## src/inc/ldr_pkg.sv

```systemverilog
/*
 * ldr_pkg: constants and carriers for the logical-device irq and dma
 * routing block. Assumes an 8-bit configuration index per function and
 * a 12-bit qualified host i/o address.
 */
package ldr_pkg;
   localparam int         NUM_FN         = 4;
   localparam int         FN_FLOPPY      = 0;
   localparam int         FN_PARALLEL    = 1;
   localparam int         FN_UART1       = 2;
   localparam int         FN_UART2       = 3;
   localparam logic [3:0] DMA_CAPABLE    = 4'b1011;

   // configuration indices, per function; IDX_MODE is one register shared by all
   localparam logic [7:0] IDX_ACTIVATE   = 8'h30;
   localparam logic [7:0] IDX_BASE_HI    = 8'h60;
   localparam logic [7:0] IDX_BASE_LO    = 8'h61;
   localparam logic [7:0] IDX_BASE2_HI   = 8'h62;
   localparam logic [7:0] IDX_BASE2_LO   = 8'h63;
   localparam logic [7:0] IDX_IRQ_SEL    = 8'h70;
   localparam logic [7:0] IDX_DMA_SEL    = 8'h74;
   localparam logic [7:0] IDX_MODE       = 8'hF8;
   localparam logic [7:0] IDX_STATUS     = 8'hF9;
   localparam logic [7:0] IDX_POWER      = 8'hFA;

   // reset values
   localparam logic       RST_ACTIVE     = 1'b0;
   localparam logic [15:0] RST_BASE      = 16'h0000;
   localparam logic [7:0] RST_IRQ_SEL    = 8'h00;
   localparam logic [7:0] RST_DMA_SEL    = 8'h04;
   localparam logic [7:0] RST_MODE       = 8'h00;

   // field positions
   localparam int         ACT_BIT        = 0;
   localparam int         MODE_SERIAL_BIT = 0;
   localparam int         MODE_SMI_BIT   = 1;

   // address windows
   localparam logic [11:0] BASE_MIN      = 12'h100;
   localparam logic [11:0] BASE_MAX8     = 12'hFF8;
   localparam logic [11:0] BASE_MAX4     = 12'hFFC;
   localparam logic [11:0] WIN8_MASK     = 12'h007;
   localparam logic [11:0] WIN4_MASK     = 12'h003;
   localparam logic [12:0] ECP_EXT_OFS   = 13'h0400;
   localparam logic [11:0] ECP_EXT_SPAN  = 12'h003;
   localparam logic [11:0] KBD_DATA_PORT = 12'h060;
   localparam logic [11:0] KBD_CMD_PORT  = 12'h064;

   // irq levels
   localparam logic [3:0] IRQ_LVL_SHARED_SMI = 4'h2;
   localparam logic [15:0] PAR_IRQ_LEVELS    = 16'h1CF8;

   // ecr modes whose irq ignores the control-port gate
   localparam logic [2:0] ECR_FIFO       = 3'b010;
   localparam logic [2:0] ECR_ECP        = 3'b011;
   localparam logic [2:0] ECR_TEST       = 3'b110;

   // function-local gate bits, driven by the functions themselves
   typedef struct packed {
      logic       floppyDmaGate;
      logic       floppyPowerDown;
      logic       parallelIrqGate;
      logic       parEcpMode;
      logic [2:0] ecrMode;
      logic       ecpServiceFlag;
      logic       ecpDmaGate;
      logic [3:0] uart1IrqEnable;
      logic       uart1AuxOutGate;
      logic [3:0] uart2IrqEnable;
      logic       uart2AuxOutGate;
      logic       uart2DmaEnable;
   } ldr_local_t;

   // decoded chip selects towards the functions
   typedef struct packed {
      logic floppy;
      logic parLow;
      logic parExt;
      logic uart1;
      logic uart2;
      logic fastIr;
      logic kbdData;
      logic kbdCmd;
   } ldr_sel_t;
endpackage : ldr_pkg

```

## src/logic/ldr_routing.sv

```systemverilog
/*
 * ldr_routing: base address decode and irq/dma pin routing for four
 * relocatable functions plus the fixed keyboard ports.
 * Assumes isa address, strobes and dma acknowledges arrive from pins;
 * function gate bits and requests come from logic on clk_sys.
 */
// Decided for this implementation: the address-and-strobe port.
`timescale 1ns/1ps

// What this block does
// - compare host addresses on address bits 11 to 0 only.
// - parallel base on 4-byte steps to 0xFFC, or 8-byte; ext regs at +400h..+402h.
// - keyboard fixed at ports 60 and 64, no base register.
// - second serial decodes extra 8-byte fast infrared window from 0x62/0x63.
// - irq active only with non-zero level and function enables met.
// - floppy irq and dack float, requests ignored, when gate clear or powered down.
// - ECP mode parallel irq also needs service flag cleared.
// - serial irq needs any of enable bits 0-3 and aux output gate.
// - serial irq floats while aux output gate is zero.
// - irq pins selected by no active function are tri-stated.
// - level 2 usable only while system management irq output disabled.
// - serial irq mode allows all levels; pin mode only 3-7 and 10-12.
// - dma field 1..3 are channels; 0 reserved; 4..7 no channel.
// - dma channel active only with valid select and function dma enable.
// - dma request pins selected by no active function are tri-stated.
// - local disables add to inactive or invalid-base disables.
// - SPP/EPP parallel irq floats while control-port irq gate is zero.
// - ECP dma always gated; irq gated except modes 010, 011, 110.
// - activate and power bits are one linked bit.
// - accesses ignored when base lies outside the permitted range.
// - irq select resets to zero; irqs are active-high edges.
module ldr_routing (
   input  wire logic              clk_sys,
   input  wire logic              rst,
   input  wire logic [9:0]        regAddr,
   input  wire logic [7:0]        regWrData,
   input  wire logic              regWrStb,
   input  wire logic              regRdStb,
   output logic [7:0]             regRdData,
   input  wire logic [11:0]       isaAddr,
   input  wire logic              isaIorN,
   input  wire logic              isaIowN,
   input  wire logic [3:0]        isaDackN,
   input  wire ldr_pkg::ldr_local_t fnLocal,
   input  wire logic [3:0]        fnIrqReq,
   input  wire logic [3:0]        fnDrqReq,
   output logic [3:0]             fnActive,
   output logic [3:0]             fnDack,
   output ldr_pkg::ldr_sel_t      fnSel,
   output logic [15:0]            irqOut,
   output logic [15:0]            irqOe,
   output logic [3:0]             drqOut,
   output logic [3:0]             drqOe
);
   import ldr_pkg::*;

   function automatic logic inWin(input logic [11:0] a, input logic [11:0] b,
                                  input logic [11:0] m);
      inWin = ((a & ~m) == (b & ~m));
   endfunction : inWin

   function automatic logic base8Ok(input logic [15:0] b);
      base8Ok = (b[15:12] == 4'h0) && (b[11:0] >= BASE_MIN) && (b[11:0] <= BASE_MAX8)
                && ((b[11:0] & WIN8_MASK) == 12'h000);
   endfunction : base8Ok

   function automatic logic levelOk(input logic [3:0] l, input logic serialMode,
                                    input logic smiOn);
      levelOk = (l != 4'h0) && !((l == IRQ_LVL_SHARED_SMI) && smiOn)
                && (serialMode || PAR_IRQ_LEVELS[l]);
   endfunction : levelOk

   logic [3:0]  act_q;
   logic [15:0] base_q [NUM_FN];
   logic [15:0] base2_q;
   logic [7:0]  irqSel_q [NUM_FN];
   logic [7:0]  dmaSel_q [NUM_FN];
   logic [7:0]  mode_q;
   logic [7:0]  rdData_q;
   logic [11:0] addrMeta_q, addrSync_q;
   logic [1:0]  strbMeta_q, strbSync_q;
   logic [3:0]  dackMeta_q, dackSync_q;
   ldr_sel_t    sel_d, sel_q;
   logic [3:0]  irqEn, floppy_dma_gate, baseOk;
   logic [3:0]  irqGrant_d, irqGrant_q, dmaGrant_d, dmaGrant_q;
   logic [15:0] irqOut_d, irqOe_d, irqOut_q, irqOe_q;
   logic [3:0]  drqOut_d, drqOe_d, drqOut_q, drqOe_q, dack_d, dack_q;
   logic        parAlign8, ecpIrqOn;
   logic [12:0] extBase;
   logic [11:0] extDiff;
   logic [1:0]  wrFn;
   logic [7:0]  wrIdx;

   assign wrFn  = regAddr[9:8];
   assign wrIdx = regAddr[7:0];

   // configuration registers
   always_ff @(posedge clk_sys) begin
      if (rst) begin
         act_q   <= {NUM_FN{RST_ACTIVE}};
         base2_q <= RST_BASE;
         mode_q  <= RST_MODE;
         for (int f = 0; f < NUM_FN; f++) begin
            base_q[f]   <= RST_BASE;
            irqSel_q[f] <= RST_IRQ_SEL;
            dmaSel_q[f] <= RST_DMA_SEL;
         end
      end else if (regWrStb) begin
         case (wrIdx)
            IDX_ACTIVATE, IDX_POWER: begin
               act_q[wrFn] <= regWrData[ACT_BIT];
            end
            IDX_BASE_HI: begin
               base_q[wrFn][15:8] <= regWrData;
            end
            IDX_BASE_LO: begin
               base_q[wrFn][7:0] <= regWrData;
            end
            IDX_BASE2_HI: begin
               if (wrFn == 2'(FN_UART2)) base2_q[15:8] <= regWrData;
            end
            IDX_BASE2_LO: begin
               if (wrFn == 2'(FN_UART2)) base2_q[7:0] <= regWrData;
            end
            IDX_IRQ_SEL: begin
               irqSel_q[wrFn] <= regWrData;
            end
            IDX_DMA_SEL: begin
               if (DMA_CAPABLE[wrFn]) dmaSel_q[wrFn] <= regWrData;
            end
            IDX_MODE: begin
               mode_q <= regWrData;
            end
            default: begin
            end
         endcase
      end
   end

   // read port
   always_ff @(posedge clk_sys) begin
      if (rst) begin
         rdData_q <= 8'h00;
      end else if (!regRdStb) begin
         rdData_q <= 8'h00;
      end else begin
         case (wrIdx)
            IDX_ACTIVATE, IDX_POWER: rdData_q <= {7'h00, act_q[wrFn]};
            IDX_BASE_HI:  rdData_q <= base_q[wrFn][15:8];
            IDX_BASE_LO:  rdData_q <= base_q[wrFn][7:0];
            IDX_BASE2_HI: rdData_q <= (wrFn == 2'(FN_UART2)) ? base2_q[15:8] : 8'h00;
            IDX_BASE2_LO: rdData_q <= (wrFn == 2'(FN_UART2)) ? base2_q[7:0] : 8'h00;
            IDX_IRQ_SEL:  rdData_q <= irqSel_q[wrFn];
            IDX_DMA_SEL:  rdData_q <= DMA_CAPABLE[wrFn] ? dmaSel_q[wrFn] : 8'h00;
            IDX_MODE:     rdData_q <= mode_q;
            IDX_STATUS:   rdData_q <= {dmaGrant_q, irqGrant_q};
            default:      rdData_q <= 8'h00;
         endcase
      end
   end

   // pin synchronisers
   always_ff @(posedge clk_sys) begin
      if (rst) begin
         addrMeta_q <= 12'h000;
         addrSync_q <= 12'h000;
         strbMeta_q <= 2'b00;
         strbSync_q <= 2'b00;
         dackMeta_q <= 4'hF;
         dackSync_q <= 4'hF;
      end else begin
         addrMeta_q <= isaAddr;
         addrSync_q <= addrMeta_q;
         strbMeta_q <= {~isaIowN, ~isaIorN};
         strbSync_q <= strbMeta_q;
         dackMeta_q <= isaDackN;
         dackSync_q <= dackMeta_q;
      end
   end

   // base validity and window decode
   always_comb begin
      baseOk[FN_FLOPPY]   = base8Ok(base_q[FN_FLOPPY]);
      baseOk[FN_UART1]    = base8Ok(base_q[FN_UART1]);
      baseOk[FN_UART2]    = base8Ok(base_q[FN_UART2]);
      baseOk[FN_PARALLEL] = (base_q[FN_PARALLEL][15:12] == 4'h0)
                            && (base_q[FN_PARALLEL][11:0] >= BASE_MIN)
                            && (base_q[FN_PARALLEL][11:0] <= BASE_MAX4)
                            && ((base_q[FN_PARALLEL][11:0] & WIN4_MASK) == 12'h000);
      parAlign8 = ((base_q[FN_PARALLEL][11:0] & WIN8_MASK) == 12'h000);
      extBase   = {1'b0, base_q[FN_PARALLEL][11:0]} + ECP_EXT_OFS;
      extDiff   = addrSync_q - extBase[11:0];
      sel_d = '0;
      if (strbSync_q != 2'b00) begin
         sel_d.floppy = act_q[FN_FLOPPY] && baseOk[FN_FLOPPY]
                        && inWin(addrSync_q, base_q[FN_FLOPPY][11:0], WIN8_MASK);
         sel_d.uart1  = act_q[FN_UART1] && baseOk[FN_UART1]
                        && inWin(addrSync_q, base_q[FN_UART1][11:0], WIN8_MASK);
         sel_d.uart2  = act_q[FN_UART2] && baseOk[FN_UART2]
                        && inWin(addrSync_q, base_q[FN_UART2][11:0], WIN8_MASK);
         sel_d.fastIr = act_q[FN_UART2] && base8Ok(base2_q)
                        && inWin(addrSync_q, base2_q[11:0], WIN8_MASK);
         sel_d.parLow = act_q[FN_PARALLEL] && baseOk[FN_PARALLEL]
                        && inWin(addrSync_q, base_q[FN_PARALLEL][11:0],
                                 parAlign8 ? WIN8_MASK : WIN4_MASK);
         sel_d.parExt = act_q[FN_PARALLEL] && baseOk[FN_PARALLEL] && !extBase[12]
                        && (extDiff < ECP_EXT_SPAN);
         sel_d.kbdData = (addrSync_q == KBD_DATA_PORT);
         sel_d.kbdCmd  = (addrSync_q == KBD_CMD_PORT);
      end
   end

   always_ff @(posedge clk_sys) begin
      if (rst) begin
         sel_q <= '0;
      end else begin
         sel_q <= sel_d;
      end
   end

   // function-local gates on top of activate and base checks
   always_comb begin
      ecpIrqOn = (fnLocal.ecrMode == ECR_FIFO) || (fnLocal.ecrMode == ECR_ECP)
                 || (fnLocal.ecrMode == ECR_TEST);
      irqEn[FN_FLOPPY]   = fnLocal.floppyDmaGate && !fnLocal.floppyPowerDown;
      irqEn[FN_PARALLEL] = fnLocal.parEcpMode
                           ? (!fnLocal.ecpServiceFlag
                              && (ecpIrqOn || fnLocal.parallelIrqGate))
                           : fnLocal.parallelIrqGate;
      irqEn[FN_UART1] = (|fnLocal.uart1IrqEnable) && fnLocal.uart1AuxOutGate;
      irqEn[FN_UART2] = (|fnLocal.uart2IrqEnable) && fnLocal.uart2AuxOutGate;
      floppy_dma_gate[FN_FLOPPY]   = fnLocal.floppyDmaGate && !fnLocal.floppyPowerDown;
      floppy_dma_gate[FN_PARALLEL] = fnLocal.parEcpMode && fnLocal.ecpDmaGate;
      floppy_dma_gate[FN_UART1]    = 1'b0;
      floppy_dma_gate[FN_UART2]    = fnLocal.uart2DmaEnable;
      irqEn = irqEn & act_q & baseOk;
      floppy_dma_gate = floppy_dma_gate & act_q & baseOk & DMA_CAPABLE;
   end

   // pin arbitration: lowest function number wins a shared level
   always_comb begin
      irqOut_d   = '0;
      irqOe_d    = '0;
      irqGrant_d = '0;
      drqOut_d   = '0;
      drqOe_d    = '0;
      dmaGrant_d = '0;
      dack_d     = '0;
      for (int f = 0; f < NUM_FN; f++) begin
         if (irqEn[f] && levelOk(irqSel_q[f][3:0], mode_q[MODE_SERIAL_BIT],
                                 mode_q[MODE_SMI_BIT])
             && !irqOe_d[irqSel_q[f][3:0]]) begin
            irqOe_d[irqSel_q[f][3:0]]  = 1'b1;
            irqOut_d[irqSel_q[f][3:0]] = fnIrqReq[f];
            irqGrant_d[f]              = 1'b1;
         end
         if (floppy_dma_gate[f] && (dmaSel_q[f][2:0] != 3'h0) && !dmaSel_q[f][2]
             && !drqOe_d[dmaSel_q[f][1:0]]) begin
            drqOe_d[dmaSel_q[f][1:0]]  = 1'b1;
            drqOut_d[dmaSel_q[f][1:0]] = fnDrqReq[f];
            dmaGrant_d[f]              = 1'b1;
            dack_d[f]                  = !dackSync_q[dmaSel_q[f][1:0]];
         end
      end
   end

   always_ff @(posedge clk_sys) begin
      if (rst) begin
         irqOut_q   <= '0;
         irqOe_q    <= '0;
         irqGrant_q <= '0;
         drqOut_q   <= '0;
         drqOe_q    <= '0;
         dmaGrant_q <= '0;
         dack_q     <= '0;
      end else begin
         irqOut_q   <= irqOut_d;
         irqOe_q    <= irqOe_d;
         irqGrant_q <= irqGrant_d;
         drqOut_q   <= drqOut_d;
         drqOe_q    <= drqOe_d;
         dmaGrant_q <= dmaGrant_d;
         dack_q     <= dack_d;
      end
   end

   assign regRdData = rdData_q;
   assign fnActive  = act_q;
   assign fnSel     = sel_q;
   assign irqOut    = irqOut_q;
   assign irqOe     = irqOe_q;
   assign drqOut    = drqOut_q;
   assign drqOe     = drqOe_q;
   assign fnDack    = dack_q;
endmodule : ldr_routing

```

## config.mk

```make
export PLATFORM = sky130hd
export DESIGN_NAME = ldr_routing
export DESIGN_NICKNAME = d
export VERILOG_FILES = /design/src/inc/ldr_pkg.sv /design/src/logic/ldr_routing.sv
export SDC_FILE = /design/constraint.sdc
export NUM_CORES = 1
export LEC_CHECK = 0
export ABC_AREA = 1
export BUFFER_PORTS_ARGS = -buffer_cell sky130_fd_sc_hd__buf_2
export CAP_MARGIN = 20
export CORE_ASPECT_RATIO = 1.4
export CORE_MARGIN = 2
export CORE_UTILIZATION = 35
export DETAILED_ROUTE_END_ITERATION = 6
export SYNTH_ARGS = -nofsm -noshare
export SYNTH_HDL_FRONTEND = slang
export SYNTH_SLANG_ARGS = --single-unit
```

## constraint.sdc

```tcl
create_clock -name clk_sys -period 4.2 [get_ports clk_sys]
set_input_delay 0.21 -clock clk_sys [delete_from_list [all_inputs] [get_ports clk_sys]]
set_output_delay 0.21 -clock clk_sys [all_outputs]
set_load 0.03 [all_outputs]
```

==> impl_results.md <==
* Skew-Pair Late Insertion Delay at 570 ps
* Die area at 0.0397 mm^2
* Final WL at ~50,000 um
* Startpoint types: register
* Via count at between 10,000 and 15,000
* Starting Density at 0.355
* Pre-antenna DRT Iters at 5
* Row cnt at 84
* Max Fclk at between 200 and 300 MHz
* CTS sink count at 250
* Final clock skew at around 19 ps
* Final net count at 2,049
* Average wire per standard cell at 20.3 um
* Post-route ant nets at 0
* H-tree level count at 1
* Share of cells above drive strength 1 at 0.206
* Mapped Avg Cell Area at just under 8 um^2
* Mapped Cells at between 1,500 and 2,000
* Final core utilization at 0.445
* Final WS setup at approximately 220 ps
* Post-synthesis async set-or-reset flop share at 0
* Die W at around 170 um
* Placed instance area at 0.0151 mm^2
* Clock root cell: clkbuf_16
* Synth Cell Area at approximately 0.013 mm^2
* FF+latch count, synth at 250
* Routability cong. at just under 1
* Worst relative slew slack at 0.277
* Gr ovfl total at 0
* Register area share after synthesis at 0.466
* CTS tree: yes
* Worst hold path depth at 3
* Pleak at 7.22 nW
* Ys flop type: dfxtp_1
* Clock-pin transition on the worst setup and hold timing paths at 70 ps
* Total power at between 5 and 6 mW
* I/O pins at 132
* Vias in the first global route at roughly 13,000
* Crit share post-route at 0.947
* Setup TNS at 0 ps
* Post-synthesis cell type count at 63
* Non-Filler Instances at 2,461
* CP delay by family, top: simple AND/OR/NAND/NOR gates
* Inserted Diodes at 0
* DRC viols at 0
* CP Capture Type: register
* Initial DRC Count at 942
* Die height at around 230 um
* Total Routing Usage GR at 0.246
* Layout area overhead at 25.3%
* Dpl ws at -112 ps
* Endpoints failing setup at 0
* CP Depth at 31
* Post-synth EDFFs at 120
* Final min period at around 4000 ps
* CTS Buf Count at 28
* Dpl hpwl at between 30,000 and 40,000 um
* Outcome: finished, final reports clean
* Cell Pwr Density at between 300 and 400 mW/mm^2
* Crit path required time at about 4700 ps
* Vias/cell at about 5.4
* Crit-path max FO at 8
* Reg2Reg Depth at 31
* Final Hold Violating Endpoints at 0
* Area of the core at roughly 0.038 mm^2
* Max incr delay on CP at 330 ps
* Syn. warnings at 0
* Peak supply drop at 0.344 mV
* Hold_ws at about 17 ps
* Arrival time at the worst endpoint at ~4500 ps
* DP Cell Count at between 2,000 and 2,500
* Largest net degree at the start of global routing at 56
* Worst hold-check path type: in2reg
* Initial antenna violation count at 0
* Max Cap Viol at 0
* Buffers on Ports at ~130
* Critical path buffers and inverters at 8
* First-pass GRT wire length at between 70,000 and 80,000 um
* CTS max path bufs at 3
* Post-route cell area at 0.0167 mm^2
* CP max stage cell: dfxtp_1
* WS Path Type: reg2reg
* Slew of the pin with the lowest slew margin at around 1100 ps
* Slew Limit Fails at 0
* Fillers at 3,748
[worst paths after layout]
kind | slack [ps] | endpoint | startpoint
min | 20 | base2_q[10]$_SDFFE_PP0P_ | regWrData[2]
max | 220 | irqOut[5]$_SDFF_PP0_ | fnActive[0]$_SDFFE_PP0P_
min reg2reg | 400 | addrSync_q[10]$_SDFF_PP0_ | addrMeta_q[10]$_SDFF_PP0_
max reg2reg | 220 | irqOut[5]$_SDFF_PP0_ | fnActive[0]$_SDFFE_PP0P_
[cell type report]
class | instances | area [um^2] | share of cell area
Sequential cell | 250 | 6210 | 0.372
Multi-Input combinational cell | 1139 | 6040 | 0.362
Timing Repair Buffer | 281 | 1930 | 0.116
Inverter | 266 | 1000 | 0.0602
Clock buffer | 36 | 793 | 0.0475
Tap cell | 473 | 592 | 0.0354
Clock inverter | 16 | 133 | 0.00794
[cells by family after synthesis]
logic type               count (synthesis)  synth area share
multiplexers                             3           0.00254
AND/OR/NAND/NOR                        764             0.255
other                                    1          0.000282
flip-flops                             250             0.466
XOR/XNOR                                20            0.0132
AO/OA/AOI/OAI                          332             0.151
buffers and inverters                  326            0.0975
adder cells (fa/ha/maj)                 15            0.0147
[repair_timing]
| item | CTS | global route |
|---|---|---|
| hold buffers | 24 | 0 |
| buffers inserted | 0 | 18 |
| endpoints found under the setup margin | 25 | 31 |
| hold endpoints to repair | 25 | 0 |
| resized for setup | 2 | 67 |
| cloned | 0 | 1 |
| pin swaps | 0 | 32 |
[Yosys cell counts, types with 9 or more instances]
master | number | area, um^2
edfxtp_1 | 120 | 3600
a221oi_1 | 10 | 87.6
nor4_1 | 17 | 106
clkbuf_1 | 44 | 165
nand2_2 | 16 | 100
nand2_1 | 265 | 995
nor2_1 | 273 | 1020
or2_2 | 9 | 56.3
inv_1 | 257 | 965
ha_1 | 14 | 175
o221ai_1 | 9 | 78.8
xor2_1 | 14 | 123
nand4_1 | 27 | 169
nand3_1 | 74 | 370
a31oi_1 | 9 | 56.3
a21oi_1 | 84 | 420
a22oi_1 | 18 | 135
nor3_1 | 49 | 245
nand3_2 | 18 | 180
o21ai_0 | 105 | 526
o22ai_1 | 43 | 269
dfxtp_1 | 130 | 2600
[routing by layer]
metal / global-route usage / up-vias / part of all wire
met1: 0.250 / 6203 / 0.35
met2: 0.457 / 552 / 0.51
met3: 0.0312 / 196 / 0.054
li1: - / 6262 / -
met5: 0 / - / 0
met4: 0.178 / 0 / 0.086
[worst reg2reg max path, delay by kind of cell, from the launching register on]
kind	cells	cell delay (ps)
buffers and inverters	8	1030
DFF	1	330
and+or+nand+nor	18	1840
AOI/OAI and AO/OA	5	710
[power breakdown]
part | switching (mW) | internal (mW) | total (mW)
Sequential | 0.0587 | 2.63 | 2.69
Combinational | 0.359 | 0.161 | 0.521
Clock | 1.04 | 1.41 | 2.45
[sequential cells by signal, summed over array words and instances (netlist names)]
name,flops
irqGrant_q,4
base2_q,16
irqOe,16
fnActive,4
addrSync_q,12
strbMeta_q,2
fnDack,3
dmaGrant_q,3
fnSel,8
base_q,64
strbSync_q,2
regRdData,8
mode_q,8
drqOut,4
addrMeta_q,12
dackSync_q,4
irqOut,16
dackMeta_q,4
irqSel_q,32
dmaSel_q,24
drqOe,4
[cell usage in the layout (no fill, tap or decap), types with 48 or more instances in the layout]
cell      netlist  routed
dfxtp_1       130     130
edfxtp_1      120     120
nor2_1        273     265
nand2_1       265     246
buf_4           4     113
nand3_1        74      69
o21ai_0       105     104
nor3_1         49      48
a21oi_1        84      81
buf_2           2     131
inv_1         257     254
Power figures use the tool's default switching activity.
